[config.mk]
export PLATFORM = sky130hd
export DESIGN_NAME = scsd_top
export DESIGN_NICKNAME = d
export VERILOG_FILES = /design/src/inc/scsd_pkg.sv /design/src/rtl/scsd_top.sv
export VERILOG_INCLUDE_DIRS = /design/src /design/src/inc
export SDC_FILE = /design/constraint.sdc
export NUM_CORES = 1
export LEC_CHECK = 0
export BUFFER_PORTS_ARGS = -buffer_cell sky130_fd_sc_hd__buf_4
export CORE_MARGIN = 2
export CORE_UTILIZATION = 51
export DETAILED_ROUTE_END_ITERATION = 10
export PLACE_DENSITY = 0.85
export SETUP_SLACK_MARGIN = 0.1
export SLEW_MARGIN = 5
export SYNTH_ARGS = -nofsm -noshare
export SYNTH_HDL_FRONTEND = slang
export SYNTH_SLANG_ARGS = --single-unit
[constraint.sdc]
create_clock -name clk_i -period 3 [get_ports clk_i]
set_input_delay 0.15 -clock clk_i [delete_from_list [all_inputs] [get_ports clk_i]]
set_output_delay 0.15 -clock clk_i [all_outputs]
set_load 0.05 [all_outputs]
[src/inc/scsd_cfg.svh]
// Register map, field positions and reset values of the clock select block
// Behaviour
// Pin select routes pins main or sub
// Wait gate stops peripheral clock in wait
// Sub pin enable: set by write, never cleared
// Main stop halts only on on-chip source
// External main clock input stays accepted
// Software clears detect bits before main stop
// Pins are I/O only with all four settings; code also requires the on-chip source
// Stop entry forces divide-by-8 select
// Div8 select one divides source by eight
// Divider field: 1, 2, 4, 16
// Crystal select: main when 0, sub when 1
// Software selects sub only after it stabilises
// All-clock stop writes enter stop mode
// Stop mode disables feedback resistors
// Feedback resistor bits: 0 enable, 1 disable
// Main pin enable: 0 ports, 1 crystal
// Low-speed stop forced 0 under on-chip source
// Software keeps low-speed osc for monitors
// No stop while detector low consumption
// No stop with exit select 00b on-chip
// Software unlocks before rewriting clock registers
// Locked writes to clock registers ignored
// Software writes reserved bits as documented
`ifndef SCSD_CFG_SVH
`define SCSD_CFG_SVH

// ----------------------------------------------------------------
// Register indices, byte address is four times the index
// ----------------------------------------------------------------
`define SCSD_IDX_CTRL0      6'h06
`define SCSD_IDX_CTRL1      6'h07
`define SCSD_IDX_PROTECT    6'h0A
`define SCSD_IDX_SRCSEL     6'h0B
`define SCSD_IDX_STATUS     6'h0C

// ----------------------------------------------------------------
// Reset values
// ----------------------------------------------------------------
`define SCSD_RST_CTRL0      8'h28
`define SCSD_RST_CTRL1      8'h20
`define SCSD_RST_PROTECT    8'h00
`define SCSD_RST_SRCSEL     8'h00

// ----------------------------------------------------------------
// Field positions, control register 0
// ----------------------------------------------------------------
`define SCSD_B_MAIN_SUB_PIN 1
`define SCSD_B_WAIT_GATE    2
`define SCSD_B_SUB_STOP     3
`define SCSD_B_SUB_PIN_EN   4
`define SCSD_B_MAIN_STOP    5
`define SCSD_B_DIV8_SEL     6
`define SCSD_B_XTAL_SEL     7

// ----------------------------------------------------------------
// Field positions, control register 1 and own registers
// ----------------------------------------------------------------
`define SCSD_B_ALL_STOP     0
`define SCSD_B_MAIN_FB_DIS  1
`define SCSD_B_SUB_FB_DIS   2
`define SCSD_B_MAIN_PIN_EN  3
`define SCSD_B_LSO_STOP     4
`define SCSD_B_DIV_LO       6
`define SCSD_B_DIV_HI       7
`define SCSD_B_UNLOCK       0
`define SCSD_B_DET_EN       0
`define SCSD_B_DET_IRQ_EN   1
`define SCSD_B_SYS_SRC      2

`endif

[src/inc/scsd_pkg.sv]
// Types shared by the clock select block
package scsd_pkg;

    // Power state, Gray coded along run, wait, stop
    typedef enum logic [1:0] {
        SCSD_RUN  = 2'b00,
        SCSD_WAIT = 2'b01,
        SCSD_STOP = 2'b11
    } scsd_pwr_e;

    typedef logic [3:0] scsd_cnt_t;

endpackage : scsd_pkg

[src/rtl/scsd_top.sv]
// System clock select and divide control with its register slave
`timescale 1ns/1ns
`include "scsd_cfg.svh"

module scsd_top #(
    parameter int AW = 6
) (
    // Clock and reset
    input  wire logic          clk_i,
    input  wire logic          rst_i,
    // Wishbone classic slave
    input  wire logic          cyc_i,
    input  wire logic          stb_i,
    input  wire logic          we_i,
    input  wire logic [AW-1:0] adr_i,
    input  wire logic [3:0]    sel_i,
    input  wire logic [31:0]   dat_i,
    output logic      [31:0]   dat_o,
    output logic               ack_o,
    // Processor state
    input  wire logic          wait_mode_i,
    input  wire logic          wake_i,
    // Clock tree controls
    output logic               cpu_clk_en_o,
    output logic               periph_clk_en_o,
    output logic               xtal_sub_sel_o,
    output logic               onchip_src_sel_o,
    output logic               stop_mode_o,
    // Oscillator controls
    output logic               main_osc_en_o,
    output logic               main_ext_in_en_o,
    output logic               sub_osc_en_o,
    output logic               low_speed_osc_en_o,
    output logic               main_fb_res_en_o,
    output logic               sub_fb_res_en_o,
    // Shared pin routing
    output logic               shared_pin_io_o,
    output logic               shared_pin_main_o,
    output logic               shared_pin_sub_o
);

    // ----------------------------------------------------------------
    // Registers
    // ----------------------------------------------------------------
    logic [7:0]              ctrl0;
    logic [7:0]              ctrl1;
    logic [7:0]              protect_register;
    logic [7:0]              srcsel;
    logic [7:0]              next_ctrl0;
    logic [7:0]              next_ctrl1;
    logic [7:0]              next_protect;
    logic [7:0]              next_srcsel;
    logic                    ack;
    logic [31:0]             rdata;
    logic                    next_ack;
    logic [31:0]             next_rdata;
    scsd_pkg::scsd_pwr_e     pwr;
    scsd_pkg::scsd_pwr_e     next_pwr;
    scsd_pkg::scsd_cnt_t     div_cnt;
    scsd_pkg::scsd_cnt_t     next_div_cnt;
    scsd_pkg::scsd_cnt_t     div_max;

    logic req;
    logic wr;
    logic unlocked;
    logic tick;

    assign req      = cyc_i && stb_i && !ack;
    assign wr       = req && we_i && sel_i[0];
    assign unlocked = protect_register[`SCSD_B_UNLOCK];

    // Address decode, used by both the write and the read path
    function automatic logic hit(input logic [AW-1:0] a, input logic [5:0] idx);
        hit = (a == AW'(idx));
    endfunction : hit

    // Divider reload for the selected ratio, value is ratio minus one
    function automatic scsd_pkg::scsd_cnt_t ratio_max(input logic d8, input logic [1:0] f);
        if (d8) begin
            ratio_max = 4'h7;
        end else begin
            case (f)
                2'b00:   ratio_max = 4'h0;
                2'b01:   ratio_max = 4'h1;
                2'b10:   ratio_max = 4'h3;
                default: ratio_max = 4'hF;
            endcase
        end
    endfunction : ratio_max

    // ----------------------------------------------------------------
    // Register writes
    // ----------------------------------------------------------------
    always_comb begin
        next_ctrl0   = ctrl0;
        next_ctrl1   = ctrl1;
        next_protect = protect_register;
        next_srcsel  = srcsel;
        if (wr) begin
            // Protect register itself is always writable
            if (hit(adr_i, `SCSD_IDX_PROTECT)) begin
                next_protect = dat_i[7:0];
            end else if (hit(adr_i, `SCSD_IDX_CTRL0) && unlocked) begin
                next_ctrl0 = dat_i[7:0];
                // Sticky once set
                next_ctrl0[`SCSD_B_SUB_PIN_EN] = dat_i[`SCSD_B_SUB_PIN_EN]
                    || ctrl0[`SCSD_B_SUB_PIN_EN];
            end else if (hit(adr_i, `SCSD_IDX_CTRL1) && unlocked) begin
                next_ctrl1 = dat_i[7:0];
            end else if (hit(adr_i, `SCSD_IDX_SRCSEL) && unlocked) begin
                next_srcsel = {5'h00, dat_i[2:0]};
            end
        end
        // Wake from stop clears the stop request
        if (wake_i && ctrl1[`SCSD_B_ALL_STOP]) begin
            next_ctrl1[`SCSD_B_ALL_STOP] = 1'b0;
        end
        // Stop entry forces the divide-by-8 ratio for the restart
        if (next_ctrl1[`SCSD_B_ALL_STOP] && !ctrl1[`SCSD_B_ALL_STOP]) begin
            next_ctrl0[`SCSD_B_DIV8_SEL] = 1'b1;
        end
        // On-chip source keeps the low-speed oscillator running except in stop mode
        if (next_srcsel[`SCSD_B_SYS_SRC]) begin
            next_ctrl1[`SCSD_B_LSO_STOP] = 1'b0;
        end
    end

    always_ff @(posedge clk_i) begin
        if (rst_i) begin
            ctrl0            <= `SCSD_RST_CTRL0;
            ctrl1            <= `SCSD_RST_CTRL1;
            protect_register <= `SCSD_RST_PROTECT;
            srcsel           <= `SCSD_RST_SRCSEL;
        end else begin
            ctrl0            <= next_ctrl0;
            ctrl1            <= next_ctrl1;
            protect_register <= next_protect;
            srcsel           <= next_srcsel;
        end
    end

    // ----------------------------------------------------------------
    // Bus answer
    // ----------------------------------------------------------------
    // One wait state; unmapped reads return zero, writes there drop
    always_comb begin
        next_ack   = req;
        next_rdata = 32'h0000_0000;
        if (req && !we_i) begin
            if (hit(adr_i, `SCSD_IDX_CTRL0)) begin
                next_rdata = {24'h00_0000, ctrl0};
            end else if (hit(adr_i, `SCSD_IDX_CTRL1)) begin
                next_rdata = {24'h00_0000, ctrl1};
            end else if (hit(adr_i, `SCSD_IDX_PROTECT)) begin
                next_rdata = {24'h00_0000, protect_register};
            end else if (hit(adr_i, `SCSD_IDX_SRCSEL)) begin
                next_rdata = {24'h00_0000, srcsel};
            end else if (hit(adr_i, `SCSD_IDX_STATUS)) begin
                next_rdata = {24'h00_0000, div_max, shared_pin_io_o,
                              main_osc_en_o, pwr};
            end
        end
    end

    always_ff @(posedge clk_i) begin
        if (rst_i) begin
            ack   <= 1'b0;
            rdata <= 32'h0000_0000;
        end else begin
            ack   <= next_ack;
            rdata <= next_rdata;
        end
    end

    assign ack_o = ack;
    assign dat_o = rdata;

    // ----------------------------------------------------------------
    // Power state
    // ----------------------------------------------------------------
    always_comb begin
        next_pwr = pwr;
        case (pwr)
            scsd_pkg::SCSD_RUN: begin
                if (ctrl1[`SCSD_B_ALL_STOP]) begin
                    next_pwr = scsd_pkg::SCSD_STOP;
                end else if (wait_mode_i) begin
                    next_pwr = scsd_pkg::SCSD_WAIT;
                end
            end
            scsd_pkg::SCSD_WAIT: begin
                if (ctrl1[`SCSD_B_ALL_STOP]) begin
                    next_pwr = scsd_pkg::SCSD_STOP;
                end else if (!wait_mode_i) begin
                    next_pwr = scsd_pkg::SCSD_RUN;
                end
            end
            scsd_pkg::SCSD_STOP: begin
                if (!ctrl1[`SCSD_B_ALL_STOP]) begin
                    next_pwr = scsd_pkg::SCSD_RUN;
                end
            end
            default: next_pwr = scsd_pkg::SCSD_RUN;
        endcase
    end

    always_ff @(posedge clk_i) begin
        if (rst_i) begin
            pwr <= scsd_pkg::SCSD_RUN;
        end else begin
            pwr <= next_pwr;
        end
    end

    // ----------------------------------------------------------------
    // CPU clock divider
    // ----------------------------------------------------------------
    // Reload only at the tick, so a ratio change never gives a runt
    assign div_max = ratio_max(ctrl0[`SCSD_B_DIV8_SEL],
                               ctrl1[`SCSD_B_DIV_HI:`SCSD_B_DIV_LO]);
    assign tick    = (div_cnt == 4'h0);

    always_comb begin
        next_div_cnt = tick ? div_max : div_cnt - 4'h1;
    end

    always_ff @(posedge clk_i) begin
        if (rst_i) begin
            div_cnt <= 4'h0;
        end else begin
            div_cnt <= next_div_cnt;
        end
    end

    assign cpu_clk_en_o = tick && (pwr == scsd_pkg::SCSD_RUN);

    // ----------------------------------------------------------------
    // Clock tree and oscillator controls
    // ----------------------------------------------------------------
    assign stop_mode_o      = ctrl1[`SCSD_B_ALL_STOP];
    assign xtal_sub_sel_o   = ctrl0[`SCSD_B_XTAL_SEL];
    assign onchip_src_sel_o = srcsel[`SCSD_B_SYS_SRC];
    assign periph_clk_en_o  = !stop_mode_o
        && !(wait_mode_i && ctrl0[`SCSD_B_WAIT_GATE]);

    // Main stop bit acts only while the on-chip source is in use
    assign main_osc_en_o = !stop_mode_o
        && !(ctrl0[`SCSD_B_MAIN_STOP] && srcsel[`SCSD_B_SYS_SRC]);
    // External input path is never closed by the stop bit
    assign main_ext_in_en_o = ctrl1[`SCSD_B_MAIN_PIN_EN];
    assign sub_osc_en_o = !stop_mode_o && ctrl0[`SCSD_B_SUB_PIN_EN]
        && !ctrl0[`SCSD_B_SUB_STOP];
    assign low_speed_osc_en_o = !stop_mode_o && !ctrl1[`SCSD_B_LSO_STOP];
    assign main_fb_res_en_o = !stop_mode_o
        && !ctrl1[`SCSD_B_MAIN_FB_DIS]; // see R14
    assign sub_fb_res_en_o = !stop_mode_o
        && !ctrl1[`SCSD_B_SUB_FB_DIS]; // see R14

    // ----------------------------------------------------------------
    // Shared pin routing
    // ----------------------------------------------------------------
    // Ports need the on-chip source too, else the main stop bit is
    // ignored and the main oscillator would still drive the pins
    assign shared_pin_io_o = !ctrl1[`SCSD_B_MAIN_PIN_EN]
        && ctrl0[`SCSD_B_MAIN_STOP] && !ctrl0[`SCSD_B_SUB_PIN_EN]
        && ctrl0[`SCSD_B_SUB_STOP] && srcsel[`SCSD_B_SYS_SRC];
    assign shared_pin_main_o = ctrl1[`SCSD_B_MAIN_PIN_EN]
        && !ctrl0[`SCSD_B_MAIN_SUB_PIN]; // see R1
    assign shared_pin_sub_o = ctrl0[`SCSD_B_SUB_PIN_EN]
        && ctrl0[`SCSD_B_MAIN_SUB_PIN];
endmodule : scsd_top

==> results of run 1 <==
## final cells by class
class                      count  area share (%)
tap                           50           2.445
clock buffer                   7           2.983
timing repair buffer          45           13.20
clock inverter                 1           1.174
inverter                       5          0.7335
multi-input combinational    198           46.60
sequential                    42           32.86
## kinds of logic (layout without fill, tap and decap cells)
kind of cell / Yosys count / in the layout
adder cells (fa/ha/maj): 1 / 1
other: 1 / 24
buffers and inverters: 39 / 58
AO/OA/AOI/OAI: 60 / 60
flip-flops: 42 / 42
multiplexers: 18 / 18
AND/OR/NAND/NOR: 95 / 95
## metal layers
| metal | vias to the layer above | wire [microns] |
|---|---|---|
| li1 | 931 | - |
| met1 | 915 | 2199 |
| met2 | 68 | 2646 |
| met3 | 7 | 328 |
| met4 | 0 | 72 |
| met5 | - | 0 |
## cells in the mapped netlist, types with 3 or more instances
library cell / instances
a211o_1: 4
nor3_1: 6
inv_1: 5
a21oi_1: 24
dfxtp_1: 42
nor2_1: 33
clkbuf_1: 8
mux2i_1: 17
buf_4: 24
nor2b_1: 9
nor3b_1: 3
a211oi_1: 5
o22ai_1: 4
o21ai_0: 13
nand2_1: 13
nand2b_1: 4
## worst reg2reg max path, stage by stage, from the launching register on
cell and delay, ns:
dfxtp_1 0.31, and3b_1 0.28, nand4_1 0.41, nor2_2 0.55
nor2b_1 0.10, a211o_1 0.27
## sequential cells by signal, indices dropped and copies added, names as in the netlist
register / count
dat_o: 8
ack_o: 1
ctrl1: 8
div_cnt: 4
protect_register: 8
ctrl0: 8
pwr: 2
srcsel: 3
## power by group
group          internal (W)  switching (W)  total (W)
clock network      0.000249       0.000196   0.000445
logic             0.0000868       0.000199   0.000285
registers          0.000579      0.0000174   0.000597
## worst paths after layout
kind,startpoint,endpoint,slack [ns],cells after the start
worst max-delay path,ack_o,ctrl1[5],0.97,5
worst min-delay path,wake_i,ctrl1[0],0.05,2
worst max register to register,ack_o,ctrl1[5],0.97,5
worst min register to register,div_cnt[0],div_cnt[0],0.48,1
## per-stage QoR
stage	instances	utilization [%]
floorplan	279	-
global placement	340	60.01
detailed placement	340	60.01
CTS	348	62.61
global route	348	62.61
finish	348	62.61
==> parameters.txt, run 1 <==
Parameter                              Value

Layout
  Area of combinational cells with multiple inputs ... 1192 sq um
  Layout Cell Area excl Fill ... 2559 sq um
  Nets@finish ... 347
  Layout filler cell count ... 365
  Flip-flop and latch area ... 840.8 sq um
  Most used cells in the layout excluding fill and tap cells ... buf_4, dfxtp_1, nor2_1
  Area added between synthesis and finish ... 16.19%
  Inserted Diodes ... 0
  Share of final-layout standard cells stronger than drive strength 1 ... 21.81%
  Most common cell after layout, fill and taps aside ... buf_4

GRT
  Via count of the first global-routing pass ... 1765
  Global routing met3 resource utilization ... 5.669%
  GR Layer Usage met2 ... 38.35%
  Largest net degree at the start of global routing ... 35
  Initial antenna violation count ... 0
  Global router's overall resource usage ... 21.74%
  Most Crowded Layer GR ... met2
  Fraction of met1 tracks used by global routing ... 25.18%
  Total congestion overflow after global routing ... 0
  First-pass GRT wire length ... 8397 microns

Die
  Num rows ... 23
  Vertical die dimension ... 69.71 microns
  Core Box Area ... 4086 sq um
  Horizontal extent of the die ... 69.71 microns
  Initial standard-cell utilization of the core ... 53.89%
  Die area ... 4859 sq um
  Io pins ... 96

Timing
  Worst Clk Skew ... 0.005075 ns
  Smallest setup slack after layout ... 0.9671 ns
  Count of endpoints failing hold in the final timing report ... 0
  Crit share post-route ... 67.76%
  Number of failing setup endpoints in the final timing report ... 0
  Actual transition at the worst max-transition pin ... 0.6518 ns
  Time the final worst path needs with I/O delays and setup ... 2.033 ns
  Max-slew headroom at the worst pin ... 56.31%
  Fin Setup TNS ... 0 ns
  Post-Route Hold Slack ... 0.05258 ns
  Peak Freq ... 0.4919 GHz
  Max Slew Vio Count ... 0
  Unrepaired setup endpoints after global routing ... no

Synthesis
  Number of distinct library cells after synthesis ... 49
  Proportion of netlist area held by the largest area contributor ... 38.18%
  Leading cell types by total area after synthesis ... dfxtp_1, buf_4, mux2i_1
  Register area share after synthesis ... 38.18%
  Complex-gate fraction of the synthesized area ... 16.82%
  Synth Area in Adders ... 0.5682%
  FF+latch count, synth ... 42
  Post-synth top flop ... dfxtp_1
  Yosys Warn Count ... 0
  Combinational family with the most area after synthesis ... simple AND/OR/NAND/NOR gates
  Mapped Avg Cell Area ... 8.602 sq um
  Fraction of registers with async set or reset after synthesis ... 0%
  Xor/xnor share of the synthesized area ... 0%
  Most area-hungry cell type in the Yosys netlist ... dfxtp_1
  Cells after synthesis ... 256
  Cell area after synthesis ... 2202 sq um
  Mux cell area share after synthesis ... 8.239%
  Simple-gate portion of the synthesized area ... 24.43%
  Number of enable-type register cells in the synthesized netlist ... 0

Place
  Placed inst area ... 2452 sq um
  Routability congestion estimate from global placement ... 0.9113
  Pre-CTS WS ... 1.013 ns
  I/O Buffers ... 44
  Half-perimeter wire length after placement ... 3643 microns

Worst setup path
  Arrival @ worst endpoint ... 2.23 ns
  Worst Path Class, Setup ... flop to flop
  CP cell instances ... and3b_1 > nand4_1 > nor2_2 > nor2b_1 > a211o_1
  CP delay by family, top ... simple AND/OR/NAND/NOR gates
  Highest cell delay on the worst timing path ... 0.55 ns
  WP data required ... 3.19 ns
  Critical Path End Type ... flop
  Maximum fanout along the worst path ... 10
  Cell at the slowest stage of the critical path ... nor2_2
  Buf+Inv Stages, Crit Path ... 0
  Launching element type of the critical path ... flop

CTS
  Clock slew at the register clock pins of the worst setup and hold paths ... 0.08 ns
  Number of setup buffers added after CTS ... 0
  Number of buffers created by CTS ... 5
  Source-to-sink clock delay at the later pin of the worst-skew pair ... 0.30 ns
  Post-CTS Resized ... 0
  CTS tree ... yes
  CTS max path bufs ... 2
  Number of levels the H-tree was split into ... 2
  CTS Root Cell ... clkbuf_8
  Count of hold-fix buffers inserted at cts ... 0
  Sinks on Clock Net ... 42

Power
  Overall Power ... 0.001327 W
  Pwr Density ... 518.5 nW/um^2
  Peak ir drop on the vdd network ... 314.6 uV
  Leak Pwr ... 1.049 nW

Status
  Outcome ... completed

Route
  Post-route ant nets ... 0
  Number of remaining DRC errors ... 0
  Total iterations of the first detailed-routing run ... 4
  Detailed Route Iter0 Violations ... 103
  Routed via count ... 1921
  Mean number of vias per cell ... 5.520
  Total wirelength of the detailed-routed design ... 5247 microns
  Wire length per cell after detailed routing ... 15.08 microns

Min path
  Worst hold path class ... input port to flop

Flow run
  Count of max-cap constraint violations ... 0
Power figures use the tool's default switching activity.
==> inputs of run 2 (changes only) <==
Settings changed: ABC_AREA set to 1, CORE_UTILIZATION 51 to 48, PLACE_DENSITY 0.85 to 0.8.
Clock period 3 ns to 2.1 ns, I/O delays scaled along.
==> parameters.txt, run 2 <==
Parameter                              Value

Synthesis
  Yosys Warn Count ... 0
  Mapped Avg Cell Area ... 7.549 sq um
  Cell area after synthesis ... 2257 sq um
  Number of distinct library cells after synthesis ... 35
  Most frequent cell after synthesis ... nor2_1
  Post-synth top flop ... dfxtp_1
  Most area-hungry cell type in the Yosys netlist ... dfxtp_1
  Synth cell count leaders ... nor2_1, dfxtp_1, nand2_1
  Cells after synthesis ... 299
  Register area share after synthesis ... 37.25%
  Proportion of netlist area held by the largest area contributor ... 37.25%
  FF+latch count, synth ... 42
  Leading cell types by total area after synthesis ... dfxtp_1, nor2_1, buf_4
  Fraction of registers with async set or reset after synthesis ... 0%
  Number of enable-type register cells in the synthesized netlist ... 0

Min path
  Startpoint of the most critical hold path ... rst_i
  Worst hold path class ... input port to flop

CTS
  CTS Root Cell ... clkbuf_8
  CTS max path bufs ... 2
  Post-CTS Resized ... 0
  Number of setup buffers added after CTS ... 0
  Sinks on Clock Net ... 42
  CTS tree ... yes
  Count of hold-fix buffers inserted at cts ... 0
  Clock slew at the register clock pins of the worst setup and hold paths ... 0.08 ns
  Number of buffers created by CTS ... 5
  Source-to-sink clock delay at the later pin of the worst-skew pair ... 0.30 ns
  Number of levels the H-tree was split into ... 2

Worst setup path
  Cell at the slowest stage of the critical path ... dfxtp_1
  Maximum fanout along the worst path ... 4
  Launch point of the critical path ... div_cnt[0]
  Library cell appearing most often on the critical path ... inv_1
  WP data required ... 2.00 ns
  CP cell instances ... inv_1 > ha_1 > nand2_1 > nor2_1 > inv_1 > nor3_1 > buf_4
  R2R Path Start ... ack_o
  Critical Path End Type ... primary output
  Arrival @ worst endpoint ... 1.66 ns
  Launching element type of the critical path ... flop
  Worst Path Class, Setup ... flop to primary output
  Highest cell delay on the worst timing path ... 0.30 ns

Die
  Vertical die dimension ... 72.58 microns
  Die area ... 5267 sq um
  Initial standard-cell utilization of the core ... 50.79%
  Num rows ... 24
  Horizontal extent of the die ... 72.58 microns
  Io pins ... 96
  Core Box Area ... 4444 sq um

Timing
  Max Slew Vio Count ... 0
  Worst Clk Skew ... 0.006859 ns
  Post-Route Hold Slack ... 0.01496 ns
  Count of endpoints failing hold in the final timing report ... 0
  Number of failing setup endpoints in the final timing report ... 0
  Peak Freq ... 0.5670 GHz
  Time the final worst path needs with I/O delays and setup ... 1.764 ns
  Unrepaired setup endpoints after global routing ... no
  Fin Setup TNS ... 0 ns
  Crit share post-route ... 83.98%

GRT
  First-pass GRT wire length ... 8411 microns
  Initial antenna violation count ... 0
  Via count of the first global-routing pass ... 1807
  Global router's overall resource usage ... 20.70%
  Total congestion overflow after global routing ... 0
  Largest net degree at the start of global routing ... 17

Power
  Peak ir drop on the vdd network ... 397.4 uV
  Leak Pwr ... 1.279 nW
  Pwr Density ... 747.7 nW/um^2

Layout
  Layout Cell Area excl Fill ... 2688 sq um
  Most common cell after layout, fill and taps aside ... nor2_1
  Nets@finish ... 396
  Share of final-layout standard cells stronger than drive strength 1 ... 25.94%
  Area added between synthesis and finish ... 19.07%
  Most used cells in the layout excluding fill and tap cells ... nor2_1, buf_4, dfxtp_1
  Inserted Diodes ... 0

Place
  Placed inst area ... 2545 sq um
  I/O Buffers ... 44
  Routability congestion estimate from global placement ... 0.8307
  Half-perimeter wire length after placement ... 3786 microns

Route
  Detailed Route Iter0 Violations ... 153
  Total wirelength of the detailed-routed design ... 5179 microns
  Routed via count ... 2024
  Mean number of vias per cell ... 5.073
  Wire length per cell after detailed routing ... 12.98 microns
  Post-route ant nets ... 0
  Number of remaining DRC errors ... 0
  Total iterations of the first detailed-routing run ... 5

Status
  Outcome ... completed

Flow run
  Count of max-cap constraint violations ... 0
## run 2: cell count changes in the layout (fill, tap and decap cells not counted), moves of 6 or more
| cell | change |
|---|---|
| inv_2 | +6 |
| o21ai_1 | +6 |
| mux2i_1 | -17 |
| nand2_1 | +19 |
| inv_1 | +25 |
| nor2b_1 | -9 |
| nor2_1 | +20 |
| o21ai_0 | +9 |
## run 2: layout make-up
| type | count | area, sq um |
|---|---|---|
| clock buffers | 6 | 82.58 |
| clock inverters | 2 | 60.06 |
| fillers | 389 | 1757 |
| inverters | 38 | 148.9 |
| multi-input cells | 213 | 1145 |
| flip-flops and latches | 42 | 840.8 |
| well taps | 52 | 65.06 |
| repair buffers | 46 | 345.3 |
## run 2: cell families (layout without fill, tap and decap cells)
kind of cell | Yosys count | count (layout) | share of synthesized area [%]
other | 1 | 24 | 0.1661
AO/OA/AOI/OAI | 66 | 66 | 15.96
flip-flops | 42 | 42 | 37.25
AND/OR/NAND/NOR | 122 | 122 | 30.21
buffers and inverters | 67 | 92 | 15.85
adder cells (fa/ha/maj) | 1 | 1 | 0.5542
## run 2: critical path, delay by kind of cell (launching register included)
family	cells	cell delay [ns]
adders and majority gates	1	0.17
buffers and inverters	3	0.44
DFF	1	0.30
and+or+nand+nor	3	0.45
## run 2: power by group
| group | internal, W | switching [W] |
|---|---|---|
| combinational | 0.000105 | 0.000284 |
| sequential | 0.000823 | 0.00000888 |
| clock | 0.000507 | 0.000281 |
## run 2: per-stage QoR
step | worst slack (ns) | instances | power, W | util, %
2_1_floorplan | 0.1219 | 322 | 0.001176 | -
3_3_place_gp | 0.6840 | 391 | 0.001229 | 57.26
4_1_cts | 0.3184 | 399 | 0.002013 | 60.47
6_report | 0.3363 | 399 | 0.002010 | 60.47
5_1_grt | 0.1597 | 399 | 0.002092 | 60.47
3_5_place_dp | 0.6443 | 391 | 0.001240 | 57.26
## run 2: worst paths after layout
path | end | slack [ns] | cells after the start
max | cpu_clk_en_o | 0.34 | 7
min reg2reg | ctrl1[5] | 0.49 | 2
min | ctrl0[4] | 0.01 | 2
max reg2reg | ctrl0[6] | 0.70 | 7
## run 2: per-layer routing
metal / global-route usage [%] / share of wire [%] / vias up
li1: - / - / 1009
met1: 26.93 / 42 / 912
met2: 33.64 / 48 / 93
met3: 5.801 / 8.2 / 10
met4: 5.967 / 1.4 / 0
met5: 0 / 0 / -
==> inputs of run 3 (changes only) <==
Clock period 2.1 ns to 1.72 ns, I/O delays scaled along.
==> parameters.txt, run 3 (synthesis gave the netlist of run 2 again) <==
Parameter                              Value

Die
  Horizontal extent of the die ... 72.58 microns
  Vertical die dimension ... 72.58 microns
  Num rows ... 24
  Die area ... 5267 sq um
  Initial standard-cell utilization of the core ... 50.79%
  Core Box Area ... 4444 sq um
  Io pins ... 96

Place
  I/O Buffers ... 44
  Routability congestion estimate from global placement ... 0.8570
  Dpl cells ... 392
  Half-perimeter wire length after placement ... 3952 microns
  Pre-CTS WS ... 0.3206 ns

CTS
  CTS tree ... yes
  Clock slew at the register clock pins of the worst setup and hold paths ... 0.08 ns
  Number of levels the H-tree was split into ... 2
  Source-to-sink clock delay at the later pin of the worst-skew pair ... 0.30 ns
  Number of buffers created by CTS ... 5
  CTS max path bufs ... 2
  Sinks on Clock Net ... 42
  CTS Root Cell ... clkbuf_8

Worst setup path
  Launching element type of the critical path ... flop
  WP data required ... 1.63 ns
  Arrival @ worst endpoint ... 1.45 ns
  Critical Path End Type ... primary output
  Register-to-Register Setup Slack ... 0.30 ns
  Maximum fanout along the worst path ... 4
  Worst Path Class, Setup ... flop to primary output

GRT
  Via count of the first global-routing pass ... 1900
  Initial antenna violation count ... 0
  First-pass GRT wire length ... 8645 microns
  Total congestion overflow after global routing ... 0
  Largest net degree at the start of global routing ... 15
  Global router's overall resource usage ... 21.17%

Flow run
  Count of max-cap constraint violations ... 0

Timing
  Number of failing setup endpoints in the final timing report ... 0
  Count of endpoints failing hold in the final timing report ... 0
  Worst Clk Skew ... 0.007158 ns
  Smallest setup slack after layout ... 0.1865 ns
  Time the final worst path needs with I/O delays and setup ... 1.534 ns
  Peak Freq ... 0.6521 GHz
  Max Slew Vio Count ... 0
  Unrepaired setup endpoints after global routing ... no
  Fin Setup TNS ... 0 ns
  Crit share post-route ... 89.16%

Layout
  Most used cells in the layout excluding fill and tap cells ... nor2_1, buf_4, dfxtp_1
  Area added between synthesis and finish ... 20.45%
  Share of final-layout standard cells stronger than drive strength 1 ... 28.57%
  Layout filler cell count ... 419
  Nets@finish ... 399
  Inserted Diodes ... 0
  Layout Cells excl Fill ... 402
  Most common cell after layout, fill and taps aside ... nor2_1
  Flip-flop and latch area ... 842.1 sq um
  Area of combinational cells with multiple inputs ... 1180 sq um

Route
  Total wirelength of the detailed-routed design ... 5296 microns
  Wire length per cell after detailed routing ... 13.17 microns
  Total iterations of the first detailed-routing run ... 4
  Detailed Route Iter0 Violations ... 190
  Number of remaining DRC errors ... 0
  Routed via count ... 1995
  Post-route ant nets ... 0
  Mean number of vias per cell ... 4.963

Power
  Peak ir drop on the vdd network ... 521.0 uV
  Leak Pwr ... 1.278 nW
  Pwr Density ... 870.9 nW/um^2

Status
  Outcome ... completed

Min path
  Worst hold path class ... input port to flop
[run 3: changes by cell type in the layout (fill, tap and decap cells not counted), sizes merged]
cell	before	now
buf	46	48
dlygate4sd3	0	1
bufinv	2	1
clkbuf	6	7
[run 3: metal layers]
metal / GRT usage [%] / wire [microns]
met1: 26.51 / 2188
met2: 35.86 / 2686
met3: 6.077 / 374
met4: 5.350 / 48
met5: 0 / 0
[run 3: layout make-up]
cell class | count | share of cell area (%)
timing repair buffer | 49 | 13.76
inverter | 38 | 5.568
clock inverter | 1 | 1.104
multi-input combinational | 213 | 43.40
sequential | 42 | 30.97
tap | 52 | 2.393
clock buffer | 7 | 2.807
[run 3: worst max-delay path, cell delays in order, from the launching register on]
cell and delay, ns:
dfxtp_2 0.33, inv_4 0.06, ha_4 0.13, nand2_2 0.08
nor2_4 0.14, inv_2 0.06, nor3_2 0.17, buf_6 0.18
[run 3: path summary, 6_finish.rpt]
kind                                  from            to  depth (start not counted)
worst max-delay path            div_cnt[0]  cpu_clk_en_o                          7
worst min register to register    ctrl1[5]      ctrl1[5]                          2
worst min-delay path              dat_i[3]      ctrl0[3]                          3
worst max register to register       ack_o      ctrl0[6]                          7
[run 3: timing repair]
action / 4_1_cts / 5_1_grt
buffers inserted: 0 / 1
cloned: 0 / 0
hold buffers: 1 / 0
hold endpoints to repair: 2 / 0
pin swaps: 0 / 2
resized for setup: 2 / 9
endpoints found under the setup margin: 1 / 1
[run 3: power by group]
group          total, W  switching [W]  internal, W
sequential      0.00103      0.0000219      0.00101
clock          0.000768       0.000333     0.000434
combinational  0.000570       0.000379     0.000191
total           0.00237       0.000735      0.00163
[run 3: metrics by stage]
stage | util [%] | cell area [sq um] | hold slack (ns) | power [W]
3_5_place_dp | 57.71 | 2565 | 0.3078 | 0.001515
3_3_place_gp | 57.71 | 2565 | 0.3076 | 0.001506
5_1_grt | 61.18 | 2719 | 0.04066 | 0.002467
2_1_floorplan | - | 2356 | 0.1484 | 0.001440
4_1_cts | 60.47 | 2688 | 0.02068 | 0.002284
6_report | 61.18 | 2719 | 0.02069 | 0.002368
